File: config.mk
export PLATFORM = sky130hd
export DESIGN_NAME = fault_reaction_timing
export DESIGN_NICKNAME = d
export VERILOG_FILES = /design/src/design/frt_pkg.sv /design/src/design/frt_tmr_if.sv /design/src/design/frt_sync.sv /design/src/design/frt_timer.sv /design/src/design/fault_reaction_timing.sv
export SDC_FILE = /design/constraint.sdc
export NUM_CORES = 1
export LEC_CHECK = 0
export ABC_AREA = 1
export BUFFER_PORTS_ARGS = -buffer_cell sky130_fd_sc_hd__buf_2
export CAP_MARGIN = 40
export CORE_UTILIZATION = 50
export DETAILED_ROUTE_END_ITERATION = 8
export PLACE_DENSITY_LB_ADDON = 0.3
export SLEW_MARGIN = 10
export SYNTH_ARGS = -nofsm -noshare
export SYNTH_HDL_FRONTEND = slang
export SYNTH_SLANG_ARGS = --single-unit
export TNS_END_PERCENT = 30
File: constraint.sdc
create_clock -name mclk -period 3.6 [get_ports mclk]
set_clock_uncertainty 0.05 [all_clocks]
set_input_delay 0.72 -clock mclk [delete_from_list [all_inputs] [get_ports mclk]]
set_output_delay 0.72 -clock mclk [all_outputs]
set_load 0.03 [all_outputs]
File: src/design/frt_pkg.sv
package frt_pkg;

    // clock and timer geometry
    localparam int CLK_PERIOD_NS = 8;
    localparam int TMR_W         = 24;

    // event to output latencies, printed figures in ns
    localparam int T_NOTIFY_TYP_NS = 2000;
    localparam int T_NOTIFY_MAX_NS = 4500;
    localparam int T_OFF_CLA_MAX_NS = 400;
    localparam int T_OFF_CLB_MAX_NS = 400;
    localparam int T_OFF_DESAT_MAX_NS = 430;
    localparam int T_OFF_OC_MAX_NS = 130;

    // supervision intervals in their own units
    localparam int T_VMTO_SHORT_MS = 15;
    localparam int T_VMTO_LONG_MS  = 60;
    localparam int T_GMTO_NS       = 15000;
    localparam int T_LS_NS         = 5000;
    localparam int T_OSM_NS        = 4000;
    localparam int T_DEAD_MIN_NS   = 840;
    localparam int T_DEAD_MAX_NS   = 1200;
    localparam int T_DEAD_STEP_NS  = 200;

    // derived cycle counts: maxima round down, minima round up
    localparam int NOTIFY_CYC      = T_NOTIFY_TYP_NS / CLK_PERIOD_NS;
    localparam int NOTIFY_MAX_CYC  = T_NOTIFY_MAX_NS / CLK_PERIOD_NS;
    localparam int OFF_CLA_MAX_CYC = T_OFF_CLA_MAX_NS / CLK_PERIOD_NS;
    localparam int OFF_CLB_MAX_CYC = T_OFF_CLB_MAX_NS / CLK_PERIOD_NS;
    localparam int OFF_DESAT_MAX_CYC = T_OFF_DESAT_MAX_NS / CLK_PERIOD_NS;
    localparam int OFF_OC_MAX_CYC  = T_OFF_OC_MAX_NS / CLK_PERIOD_NS;
    localparam int VMTO_SHORT_CYC  = T_VMTO_SHORT_MS * 1000000 / CLK_PERIOD_NS;
    localparam int VMTO_LONG_CYC   = T_VMTO_LONG_MS * 1000000 / CLK_PERIOD_NS;
    localparam int GMTO_CYC        = T_GMTO_NS / CLK_PERIOD_NS;
    localparam int LS_CYC          = T_LS_NS / CLK_PERIOD_NS;
    localparam int OSM_CYC         = T_OSM_NS / CLK_PERIOD_NS;
    localparam int DEAD_MIN_CYC    = (T_DEAD_MIN_NS + CLK_PERIOD_NS - 1) / CLK_PERIOD_NS;
    localparam int DEAD_MAX_CYC    = T_DEAD_MAX_NS / CLK_PERIOD_NS;
    localparam int DEAD_STEP_CYC   = T_DEAD_STEP_NS / CLK_PERIOD_NS;

    // shoot-through delay field
    localparam int          STP_W       = 4;
    localparam logic [3:0]  STP_DEFAULT = 4'h4;

    // positions in the synchronised input vector
    localparam int IN_CLA    = 0;
    localparam int IN_CLB    = 1;
    localparam int IN_DESAT  = 2;
    localparam int IN_DSBLK  = 3;
    localparam int IN_OC     = 4;
    localparam int IN_OCBLK  = 5;
    localparam int IN_OP2    = 6;
    localparam int IN_VER    = 7;
    localparam int IN_VSEL   = 8;
    localparam int IN_GFB    = 9;
    localparam int IN_LIFE   = 10;
    localparam int IN_HARD   = 11;
    localparam int IN_OSMOK  = 12;
    localparam int IN_PWM    = 13;
    localparam int IN_CLR    = 14;
    localparam int IN_STP    = 15;
    localparam int IN_W      = IN_STP + STP_W;

endpackage : frt_pkg

File: src/design/frt_tmr_if.sv
interface frt_tmr_if;
    logic                     start;
    logic [frt_pkg::TMR_W-1:0] load;
    logic                     busy;
    logic                     done;

    modport owner (output start, output load, input busy, input done);
    modport timer (input start, input load, output busy, output done);
endinterface : frt_tmr_if

File: src/design/frt_sync.sv
module frt_sync #(
    parameter int W = 1
) (
    input  wire logic         mclk,
    input  wire logic         srst,
    input  wire logic [W-1:0] d,
    output logic      [W-1:0] q
);
    typedef struct packed {
        logic [W-1:0] s1;
        logic [W-1:0] s2;
    } frt_sync_st_t;

    frt_sync_st_t r;
    frt_sync_st_t r_nxt;

    // two-stage shift, only the second stage is read outside
    always_comb
    begin
        r_nxt    = r;
        r_nxt.s1 = d;
        r_nxt.s2 = r.s1;
    end

    always_ff @(posedge mclk)
    begin
        if (srst)
            r <= '0;
        else
            r <= r_nxt;
    end

    assign q = r.s2;
endmodule : frt_sync

File: src/design/frt_timer.sv
module frt_timer (
    input  wire logic mclk,
    input  wire logic srst,
    frt_tmr_if.timer  t
);
    typedef struct packed {
        logic [frt_pkg::TMR_W-1:0] cnt;
        logic                      busy;
        logic                      done;
    } frt_timer_st_t;

    frt_timer_st_t r;
    frt_timer_st_t r_nxt;

    // a start always reloads, even while running
    always_comb
    begin
        r_nxt      = r;
        r_nxt.done = 1'b0;
        if (t.start)
        begin
            r_nxt.cnt  = t.load;
            r_nxt.busy = 1'b1;
        end
        else if (r.busy)
        begin
            if (r.cnt <= 1)
            begin
                r_nxt.busy = 1'b0;
                r_nxt.done = 1'b1;
                r_nxt.cnt  = '0;
            end
            else
                r_nxt.cnt = r.cnt - 1'b1;
        end
    end

    always_ff @(posedge mclk)
    begin
        if (srst)
            r <= '0;
        else
            r <= r_nxt;
    end

    assign t.busy = r.busy;
    assign t.done = r.done;
endmodule : frt_timer

File: src/design/fault_reaction_timing.sv
module fault_reaction_timing #(
    parameter int unsigned VMTO_SHORT_CYC = frt_pkg::VMTO_SHORT_CYC,
    parameter int unsigned VMTO_LONG_CYC  = frt_pkg::VMTO_LONG_CYC
) (
    input  wire logic       mclk,
    input  wire logic       srst,
    input  wire logic       class_a_event,
    input  wire logic       class_b_event,
    input  wire logic       desat_sense,
    input  wire logic       desat_blank_done,
    input  wire logic       overcurrent_sense,
    input  wire logic       oc_blank_done,
    input  wire logic       op_state_two,
    input  wire logic       verification_state,
    input  wire logic       verify_timeout_select,
    input  wire logic       gate_feedback,
    input  wire logic       life_sign_cond,
    input  wire logic       hard_transition,
    input  wire logic       osm_ok,
    input  wire logic       pwm_cmd,
    input  wire logic       fault_clear,
    input  wire logic [3:0] shoot_through_delay_field,
    output logic            fault_notify_class_a_n,
    output logic            fault_notify_class_b_n,
    output logic            turn_off_active,
    output logic            gate_drive,
    output logic            verify_timeout,
    output logic            gate_mon_timeout,
    output logic            life_sign_error,
    output logic            osm_inhibit,
    output logic            osm_fault
);
    localparam int C_CLA_MAX    = frt_pkg::OFF_CLA_MAX_CYC;
    localparam int C_CLB_MAX    = frt_pkg::OFF_CLB_MAX_CYC;
    localparam int C_DESAT_MAX  = frt_pkg::OFF_DESAT_MAX_CYC;
    localparam int C_OC_MAX     = frt_pkg::OFF_OC_MAX_CYC;
    localparam int C_NOTIFY_MAX = frt_pkg::NOTIFY_MAX_CYC;
    localparam int C_DEAD_MIN   = frt_pkg::DEAD_MIN_CYC;
    localparam int C_DEAD_MAX   = frt_pkg::DEAD_MAX_CYC;
    localparam int C_LS_CYC     = frt_pkg::LS_CYC;
    localparam int C_GATE_ON_MAX = frt_pkg::DEAD_MAX_CYC + 4;

    typedef struct packed {
        logic       a_prev;
        logic       b_prev;
        logic       op2_prev;
        logic       ver_prev;
        logic       life_prev;
        logic       hard_prev;
        logic       pwm_prev;
        logic       drive_prev;
        logic       notify_a_n;
        logic       notify_b_n;
        logic       turn_off;
        logic       drive;
        logic       vto;
        logic       gto;
        logic       ls_err;
        logic       osm_inh;
        logic       osm_flt;
        logic [7:0] pwm_hi_cnt;
        logic [9:0] life_hi_cnt;
    } frt_st_t;

    frt_st_t r;
    frt_st_t r_nxt;

    logic [frt_pkg::IN_W-1:0] pins;
    logic [frt_pkg::IN_W-1:0] s;
    logic                     a_rise;
    logic                     b_rise;
    logic                     ver_enter;
    logic                     life_rise;
    logic                     hard_rise;
    logic                     pwm_rise;
    logic                     drive_chg;
    logic                     off_trig;
    logic [frt_pkg::STP_W-1:0] stp;

    frt_tmr_if t_na ();
    frt_tmr_if t_nb ();
    frt_tmr_if t_vm ();
    frt_tmr_if t_gm ();
    frt_tmr_if t_ls ();
    frt_tmr_if t_os ();
    frt_tmr_if t_dt ();

    // every pin except mclk and srst passes two flip-flops first
    assign pins = {shoot_through_delay_field, fault_clear, pwm_cmd, osm_ok, hard_transition,
                   life_sign_cond, gate_feedback, verify_timeout_select, verification_state,
                   op_state_two, oc_blank_done, overcurrent_sense, desat_blank_done,
                   desat_sense, class_b_event, class_a_event};

    frt_sync #(.W(frt_pkg::IN_W)) u_sync (
        .mclk (mclk),
        .srst (srst),
        .d    (pins),
        .q    (s)
    );

    // trigger edges on the synchronised levels
    assign a_rise    = s[frt_pkg::IN_CLA] & ~r.a_prev;
    assign b_rise    = s[frt_pkg::IN_CLB] & ~r.b_prev;
    assign ver_enter = s[frt_pkg::IN_VER] & ~r.ver_prev & r.op2_prev;
    assign life_rise = s[frt_pkg::IN_LIFE] & ~r.life_prev;
    assign hard_rise = s[frt_pkg::IN_HARD] & ~r.hard_prev;
    assign pwm_rise  = s[frt_pkg::IN_PWM] & ~r.pwm_prev;
    assign drive_chg = r.drive ^ r.drive_prev;
    assign stp       = s[frt_pkg::IN_STP +: frt_pkg::STP_W];

    // turn-off sources, blanking gates the analog monitors
    assign off_trig = s[frt_pkg::IN_CLA]
                    | s[frt_pkg::IN_CLB]
                    | (s[frt_pkg::IN_DESAT] & s[frt_pkg::IN_DSBLK])
                    | (s[frt_pkg::IN_OC] & s[frt_pkg::IN_OCBLK]);

    // timer triggers and reload values
    assign t_na.start = a_rise;
    assign t_na.load  = frt_pkg::TMR_W'(frt_pkg::NOTIFY_CYC);
    assign t_nb.start = b_rise;
    assign t_nb.load  = frt_pkg::TMR_W'(frt_pkg::NOTIFY_CYC);
    assign t_vm.start = ver_enter;
    assign t_vm.load  = s[frt_pkg::IN_VSEL] ? frt_pkg::TMR_W'(VMTO_LONG_CYC)
                                            : frt_pkg::TMR_W'(VMTO_SHORT_CYC);
    assign t_gm.start = drive_chg;
    assign t_gm.load  = frt_pkg::TMR_W'(frt_pkg::GMTO_CYC);
    assign t_ls.start = life_rise;
    assign t_ls.load  = frt_pkg::TMR_W'(frt_pkg::LS_CYC);
    assign t_os.start = hard_rise;
    assign t_os.load  = frt_pkg::TMR_W'(frt_pkg::OSM_CYC);
    assign t_dt.start = pwm_rise;
    assign t_dt.load  = frt_pkg::TMR_W'((int'(stp) + 1) * frt_pkg::DEAD_STEP_CYC);

    frt_timer u_t_na (.mclk(mclk), .srst(srst), .t(t_na));
    frt_timer u_t_nb (.mclk(mclk), .srst(srst), .t(t_nb));
    frt_timer u_t_vm (.mclk(mclk), .srst(srst), .t(t_vm));
    frt_timer u_t_gm (.mclk(mclk), .srst(srst), .t(t_gm));
    frt_timer u_t_ls (.mclk(mclk), .srst(srst), .t(t_ls));
    frt_timer u_t_os (.mclk(mclk), .srst(srst), .t(t_os));
    frt_timer u_t_dt (.mclk(mclk), .srst(srst), .t(t_dt));

    // next state: flags set by hardware win over a clear in the same cycle
    always_comb
    begin
        r_nxt            = r;
        r_nxt.a_prev     = s[frt_pkg::IN_CLA];
        r_nxt.b_prev     = s[frt_pkg::IN_CLB];
        r_nxt.op2_prev   = s[frt_pkg::IN_OP2];
        r_nxt.ver_prev   = s[frt_pkg::IN_VER];
        r_nxt.life_prev  = s[frt_pkg::IN_LIFE];
        r_nxt.hard_prev  = s[frt_pkg::IN_HARD];
        r_nxt.pwm_prev   = s[frt_pkg::IN_PWM];
        r_nxt.drive_prev = r.drive;

        // fault notification, released only by fault clear
        if (t_na.done)
            r_nxt.notify_a_n = 1'b0;
        else if (s[frt_pkg::IN_CLR])
            r_nxt.notify_a_n = 1'b1;
        if (t_nb.done)
            r_nxt.notify_b_n = 1'b0;
        else if (s[frt_pkg::IN_CLR])
            r_nxt.notify_b_n = 1'b1;

        // turn-off sequence latch
        if (off_trig)
            r_nxt.turn_off = 1'b1;
        else if (s[frt_pkg::IN_CLR])
            r_nxt.turn_off = 1'b0;

        // gate command: immediate off, delayed on after the dead time
        if (r.turn_off || off_trig || !s[frt_pkg::IN_PWM])
            r_nxt.drive = 1'b0;
        else if (t_dt.done)
            r_nxt.drive = 1'b1;

        // verification mode timeout, dropped on leaving verification
        if (t_vm.done && s[frt_pkg::IN_VER])
            r_nxt.vto = 1'b1;
        else if (!s[frt_pkg::IN_VER])
            r_nxt.vto = 1'b0;

        // gate monitor compares feedback with own drive at timeout
        if (t_gm.done && (s[frt_pkg::IN_GFB] != r.drive))
            r_nxt.gto = 1'b1;
        else if (s[frt_pkg::IN_GFB] == r.drive)
            r_nxt.gto = 1'b0;

        // life sign error once condition persisted through the timer
        if (t_ls.done && s[frt_pkg::IN_LIFE])
            r_nxt.ls_err = 1'b1;
        else if (!s[frt_pkg::IN_LIFE])
            r_nxt.ls_err = 1'b0;

        // output stage monitor: blind while inhibited, judged at its end
        r_nxt.osm_inh = t_os.busy;
        if (t_os.done && !s[frt_pkg::IN_OSMOK])
            r_nxt.osm_flt = 1'b1;
        else if (s[frt_pkg::IN_CLR])
            r_nxt.osm_flt = 1'b0;

        // observation counters of consecutive high cycles, saturating
        if (!s[frt_pkg::IN_PWM])
            r_nxt.pwm_hi_cnt = '0;
        else if (r.pwm_hi_cnt != 8'hff)
            r_nxt.pwm_hi_cnt = r.pwm_hi_cnt + 8'h01;
        if (!s[frt_pkg::IN_LIFE])
            r_nxt.life_hi_cnt = '0;
        else if (r.life_hi_cnt != 10'h3ff)
            r_nxt.life_hi_cnt = r.life_hi_cnt + 10'h001;
    end

    // state register with reset values
    always_ff @(posedge mclk)
    begin
        if (srst)
        begin
            r            <= '0;
            r.notify_a_n <= 1'b1;
            r.notify_b_n <= 1'b1;
        end
        else
            r <= r_nxt;
    end

    // outputs straight from the state register
    assign fault_notify_class_a_n = r.notify_a_n;
    assign fault_notify_class_b_n = r.notify_b_n;
    assign turn_off_active        = r.turn_off;
    assign gate_drive             = r.drive;
    assign verify_timeout         = r.vto;
    assign gate_mon_timeout       = r.gto;
    assign life_sign_error        = r.ls_err;
    assign osm_inhibit            = r.osm_inh;
    assign osm_fault              = r.osm_flt;
endmodule : fault_reaction_timing

==> Yosys cells after proc, flatten, opt, wreduce, memory -nomap -nowiden <==
Cells that the tools add are included.
{ "word_totals": {"regBits": 237} }
{ "op_classes": {"addsub": 8, "multipliers": 1, "n_lt_le_gt_ge": 7, "n_eq_ne": 4, "mux": 41, "bitwise_logic": 26, "n_reduce_logical": 33} }
{ "op_table": {"columns": ["operator", "count"], "rows": [
  ["less-or-equal comparator 24 x 1 -> 1 bit, second input constant", 7],
  ["two-way mux 24 bit", 7],
  ["subtractor 24 x 1 -> 24 bit, second input constant", 7],
  ["two-way mux 26 bit", 2],
  ["two-way mux 25 bit", 2],
  ["two-way mux 10 bit", 3],
  ["two-way mux 12 bit", 2],
  ["nonzero test 2 bit", 12],
  ["two-way mux 23 bit", 1],
  ["two-way mux 11 bit", 2],
  ["OR reduction 3 bit", 7],
  ["two-way mux 9 bit", 2],
  ["two-way mux 2 bit", 7],
  ["two-way mux 13 bit", 1],
  ["inverter 1 bit", 13],
  ["two-way mux 1 bit", 12],
  ["OR reduction 2 bit", 6],
  ["multiplier 5 x 5 -> 10 bit, second input constant", 1],
  ["bitwise AND 1 bit", 9],
  ["adder 4 x 1 -> 5 bit, second input constant", 1],
  ["logical AND 1 bit", 4],
  ["inequality test 2 bit, second input constant", 2],
  ["OR 1 bit", 3],
  ["logical NOT 1 bit", 2],
  ["4 further kinds", 5]
]} }

==> Longest topological paths before layout <==
{ "logic_depth": {"ltp_word": 6, "depth_mapped": 16, "mapped_depth_nobuf": 16} }

==> Hierarchy <==
A second synthesis with hierarchy kept.
{ "hier_totals": {"cells_unflattened": 2306, "hier_area_um2": 15582.4} }
{ "modules_own_cells": {"columns": ["mod", "instances", "cells_per_inst", "area_each_um2"], "rows": [
  ["frt_timer", 7, 292, 1910.6],
  ["frt_sync", 1, 137, 1227.4],
  ["fault_reaction_timing", 1, 125, 980.9]
]} }

==> Worst setup path before layout <==
Ideal clock, no wire load.
{ "synth_path": {"kind": "flip-flop to flip-flop", "startpoint": "register u_sync.r (netlist bit u_sync.q[15])", "endpoint": "register u_t_dt.r[10] (netlist name)", "arrival_time_ps": 2425, "t_required_ps": 3476, "setup_slack_ps": 1051, "stages_incl_launch_ff": 13, "synth_period_minus_slack_ps": 2549, "path_cell_list": "dfxtp_1 nand3_1 xor2_1 inv_1 ha_1 ha_1 ha_1 ha_1 inv_1 o21bai_1 xor2_1 nand2_1 a31oi_1"} }
{ "synth_via": {"elab_chain_len": 3} }
{ "synth_rtl": {"columns": ["item", "line", "text"], "rows": [
  ["from (decl)", "frt_sync.sv:14", "frt_sync_st_t r;"],
  ["from (signal assigned)", "frt_sync.sv:30", "r <= r_nxt;"],
  ["adder 4 x 1 -> 5 bit", "fault_reaction_timing.sv:132", "assign t_dt.load = frt_pkg::TMR_W'((int'(stp) + 1) * frt_pkg::DEAD_STEP_CYC);"],
  ["multiplier 5 x 5 -> 10 bit", "fault_reaction_timing.sv:132", null],
  ["two-way mux 25 bit", "frt_timer.sv:20", "if (t.start)"],
  ["to (signal assigned)", "frt_timer.sv:43", "r <= r_nxt;"],
  ["to (decl)", "frt_timer.sv:12", "frt_timer_st_t r;"]
]} }
No other way between the ends.
A chain may end at the register's enable or synchronous reset.

==> Worst setup path in the final report <==
Same ends and word-level chain as after synthesis.

==> results by group <==
Run status
  – Outcome: finished clean

GRT
  – Total GRT Usage: 20.3%
  – Vias in the first global route: just over 10,000
  – First-pass GRT wire length: 44.7 mm
  – Initial antenna violation count: 0
  – Largest net degree at the start of global routing: 36
  – Residual overflow from global routing: 0

Clocking
  – Clk Latency, worst-skew pair: 0.53 ns
  – Clock Tree Root: clkbuf_16
  – CTS tree: built
  – Setup repair bufs after CTS: 0
  – CTS Sinks: ~240
  – Num CTS Buffers: 25
  – CTS Buffer Depth: 3
  – Clock Pin Slew Worst Setup and Hold Paths: 0.06 ns
  – CTS Hold Bufs: 0
  – Post-CTS Resized: 0
  – CTS H-tree depth: 1

Timing
  – Hold WS: between 0.3 and 0.4 ns
  – Final setup violation count: 0
  – Max-slew headroom: 45.3%
  – Slew @ Worst Pin: 0.817 ns
  – Crit share post-route: 78.1%
  – Setup TNS: 0 ns
  – Max-slew violations: 0
  – Tmin final: 2.81 ns
  – Fmax: around 0.36 GHz
  – Unrepaired setup endpoints after global routing: false
  – Hold Violations, Final: 0

Pwr
  – Max VDD drop: between 400 and 500 uV
  – Pleak: 0.00632 uW
  – Clk pwr share: 40.7%
  – Sw frac: slightly below 30%
  – Int Pwr: slightly above 5000 uW
  – Gate power share: about a fifth
  – NetSw: 2110 uW
  – Pwr dens: 526 nW/um2
  – Reg power frac: 39.5%

Floorplan
  – Die Ht: between 150 and 200 um
  – Placement Rows: 57
  – Core area: 24,300 um2
  – I/O pin count: 30
  – Initial Utilization: 50.9%
  – Die X: 159 um
  – Die area: 25,400 um2

Synth
  – Area of the mapped netlist: 12,400 um2
  – Cell variety after synth: 47
  – Post-synth EDFFs: 0
  – Async SR Flop Fraction: 0%
  – Most used DFF post-synth: dfxtp_1
  – Syn nets: 1,821
  – Synthesized flop and latch total: 237
  – Average cell area after synthesis: around 7.0 um2
  – Syn Inst Count: 1,771
  – Yosys warns: 0
  – Post-synthesis sequential area ratio: 38.3%

Detailed routing
  – Via density: 4.97
  – Routed WL: 25.5 mm
  – Vias post-DR: 10,600
  – Drt pass-1 iters: 5
  – DR iter-0 viols: 614
  – Residual DRC: 0
  – Antenna-violating nets left: 0
  – WL/cell: 11.9 um

Worst setup path
  – Critical Path AT: around 3.2 ns
  – Worst path cell trace: nand3_1, xor2_1, inv_1, ha_1, ha_1, ha_1, ha_1, inv_1, o21bai_1, xor2_1, nand2_1, a31oi_1
  – Critical path class: reg2reg
  – CP endpoint kind: register
  – Crit-path most repeated cell: ha_1
  – CP startpoint kind: register
  – Slowest CP cell: dfxtp_1
  – Crit path max fanout: 5
  – Crit-path max cell delay: 0.40 ns
  – Crit path required time: roughly 4 ns

Layout
  – Final instance area: 13,700 um2
  – Post-Route Utilization: between 50 and 60%
  – Commonest cells after routing, fill and taps aside: 357 x nor2_1, 323 x nand2_1, 237 x dfxtp_1
  – Final #Nets: ~1,800
  – Commonest non-fill, non-tap cell in the layout: nor2_1
  – N_diodes: 0
  – Layout cells sized above 1: about a tenth
  – Area added between synthesis and finish: 10.9%

Placed design
  – PortBufs: 29
  – Placed cell areas: 12,800 um2
  – Routability cong.: 0.875
  – DP HPWL: 17.9 mm

Min path
  – HP Class: in2reg

Job
  – MaxCap Viol Count: 0
power by group through the flow:
stage | combinational [uW] | clock [uW] | sequential (uW)
after detailed placement | 1420 | 0 | 2910
after CTS | 1430 | 3010 | 2850
final | 1430 | 2940 | 2850
after global placement | 1390 | 0 | 2910
after global routing | 1640 | 3120 | 2870
after floorplan | 1160 | 0 | 2890
worst paths after layout:
kind / from / end / slack [ns] / cells past startpoint
min reg2reg: u_sync.r[34] / u_sync.q[15] / 0.35 / 2
max: u_sync.q[15] / u_t_dt.r[10] / 0.79 / 12
max reg2reg: u_sync.q[15] / u_t_dt.r[10] / 0.79 / 12
min: hard_transition / u_sync.r[30] / 0.34 / 3
area by class of cell:
type / count / area [um2]
Tap cell: 324 / 405
Timing Repair Buffer: 37 / 208
Clock inverter: 11 / 219
Inverter: 237 / 892
Fill cell: 2311 / 10600
Multi-Input combinational cell: 1260 / 6530
Sequential cell: 237 / 4740
Clock buffer: 34 / 739
stage by stage:
step	std cells	total power, uW	setup WS, ns
detailed placement	2095	4330	0.838
global placement	2095	4300	0.898
global route	2140	7620	0.569
finish	2140	7230	0.788
floorplan	1771	4050	1.05
CTS	2140	7290	0.784
logic make-up after synthesis:
group,Yosys count,synth area share (%)
buf+inv,274,8.98
compound gates,175,7.54
simple gates,964,35.7
xor+xnor,92,6.50
flops,237,38.3
fa+ha+maj,29,2.99
critical path: cells and delay by family (launching register included):
family | cells | cell delay (ns)
AND/OR/NAND/NOR | 2 | 0.19
XOR/XNOR | 2 | 0.39
buffers and inverters | 2 | 0.17
adder cells (fa/ha/maj) | 4 | 1.18
flip-flops | 1 | 0.40
AO/OA/AOI/OAI | 2 | 0.34
flip-flops by register name (all words and copies together) (netlist names), 8 cells and up:
name,flops
u_t_dt.r,24
u_t_gm.r,24
u_t_ls.r,24
u_t_na.r,24
u_t_nb.r,24
u_t_os.r,24
u_t_vm.r,24
u_sync.q,19
u_sync.r,19
r,8
synth_stat cells (all sizes together), types with 4 or more instances:
master  count  area share [%]
nor2      393              13
nand2     341              11
dfxtp     237              38
inv       237             7.2
nand3     119             5.3
a21oi      94             3.8
xor2       76             5.4
o21ai      52             2.1
nor3       40             2.1
nand4      29             1.9
ha         28             2.8
buf        26             1.4
xnor2      16             1.1
or2        14            0.71
a31oi      13            0.66
clkbuf     11            0.33
nand3b     10            0.61
nor3b       8            0.61
nor4        7            0.35
o21bai      6            0.36
o21a        4            0.24
routing by layer:
metal  global-route usage [%]  wire, um  vias up
met5                        0         0        -
met4                     5.11       551        0
met3                     2.47       863       42
met2                     34.8     11800      152
met1                     26.9     12300     4793
li1                         -         -     5649
Note: power is estimated with default switching activity, not from simulation.
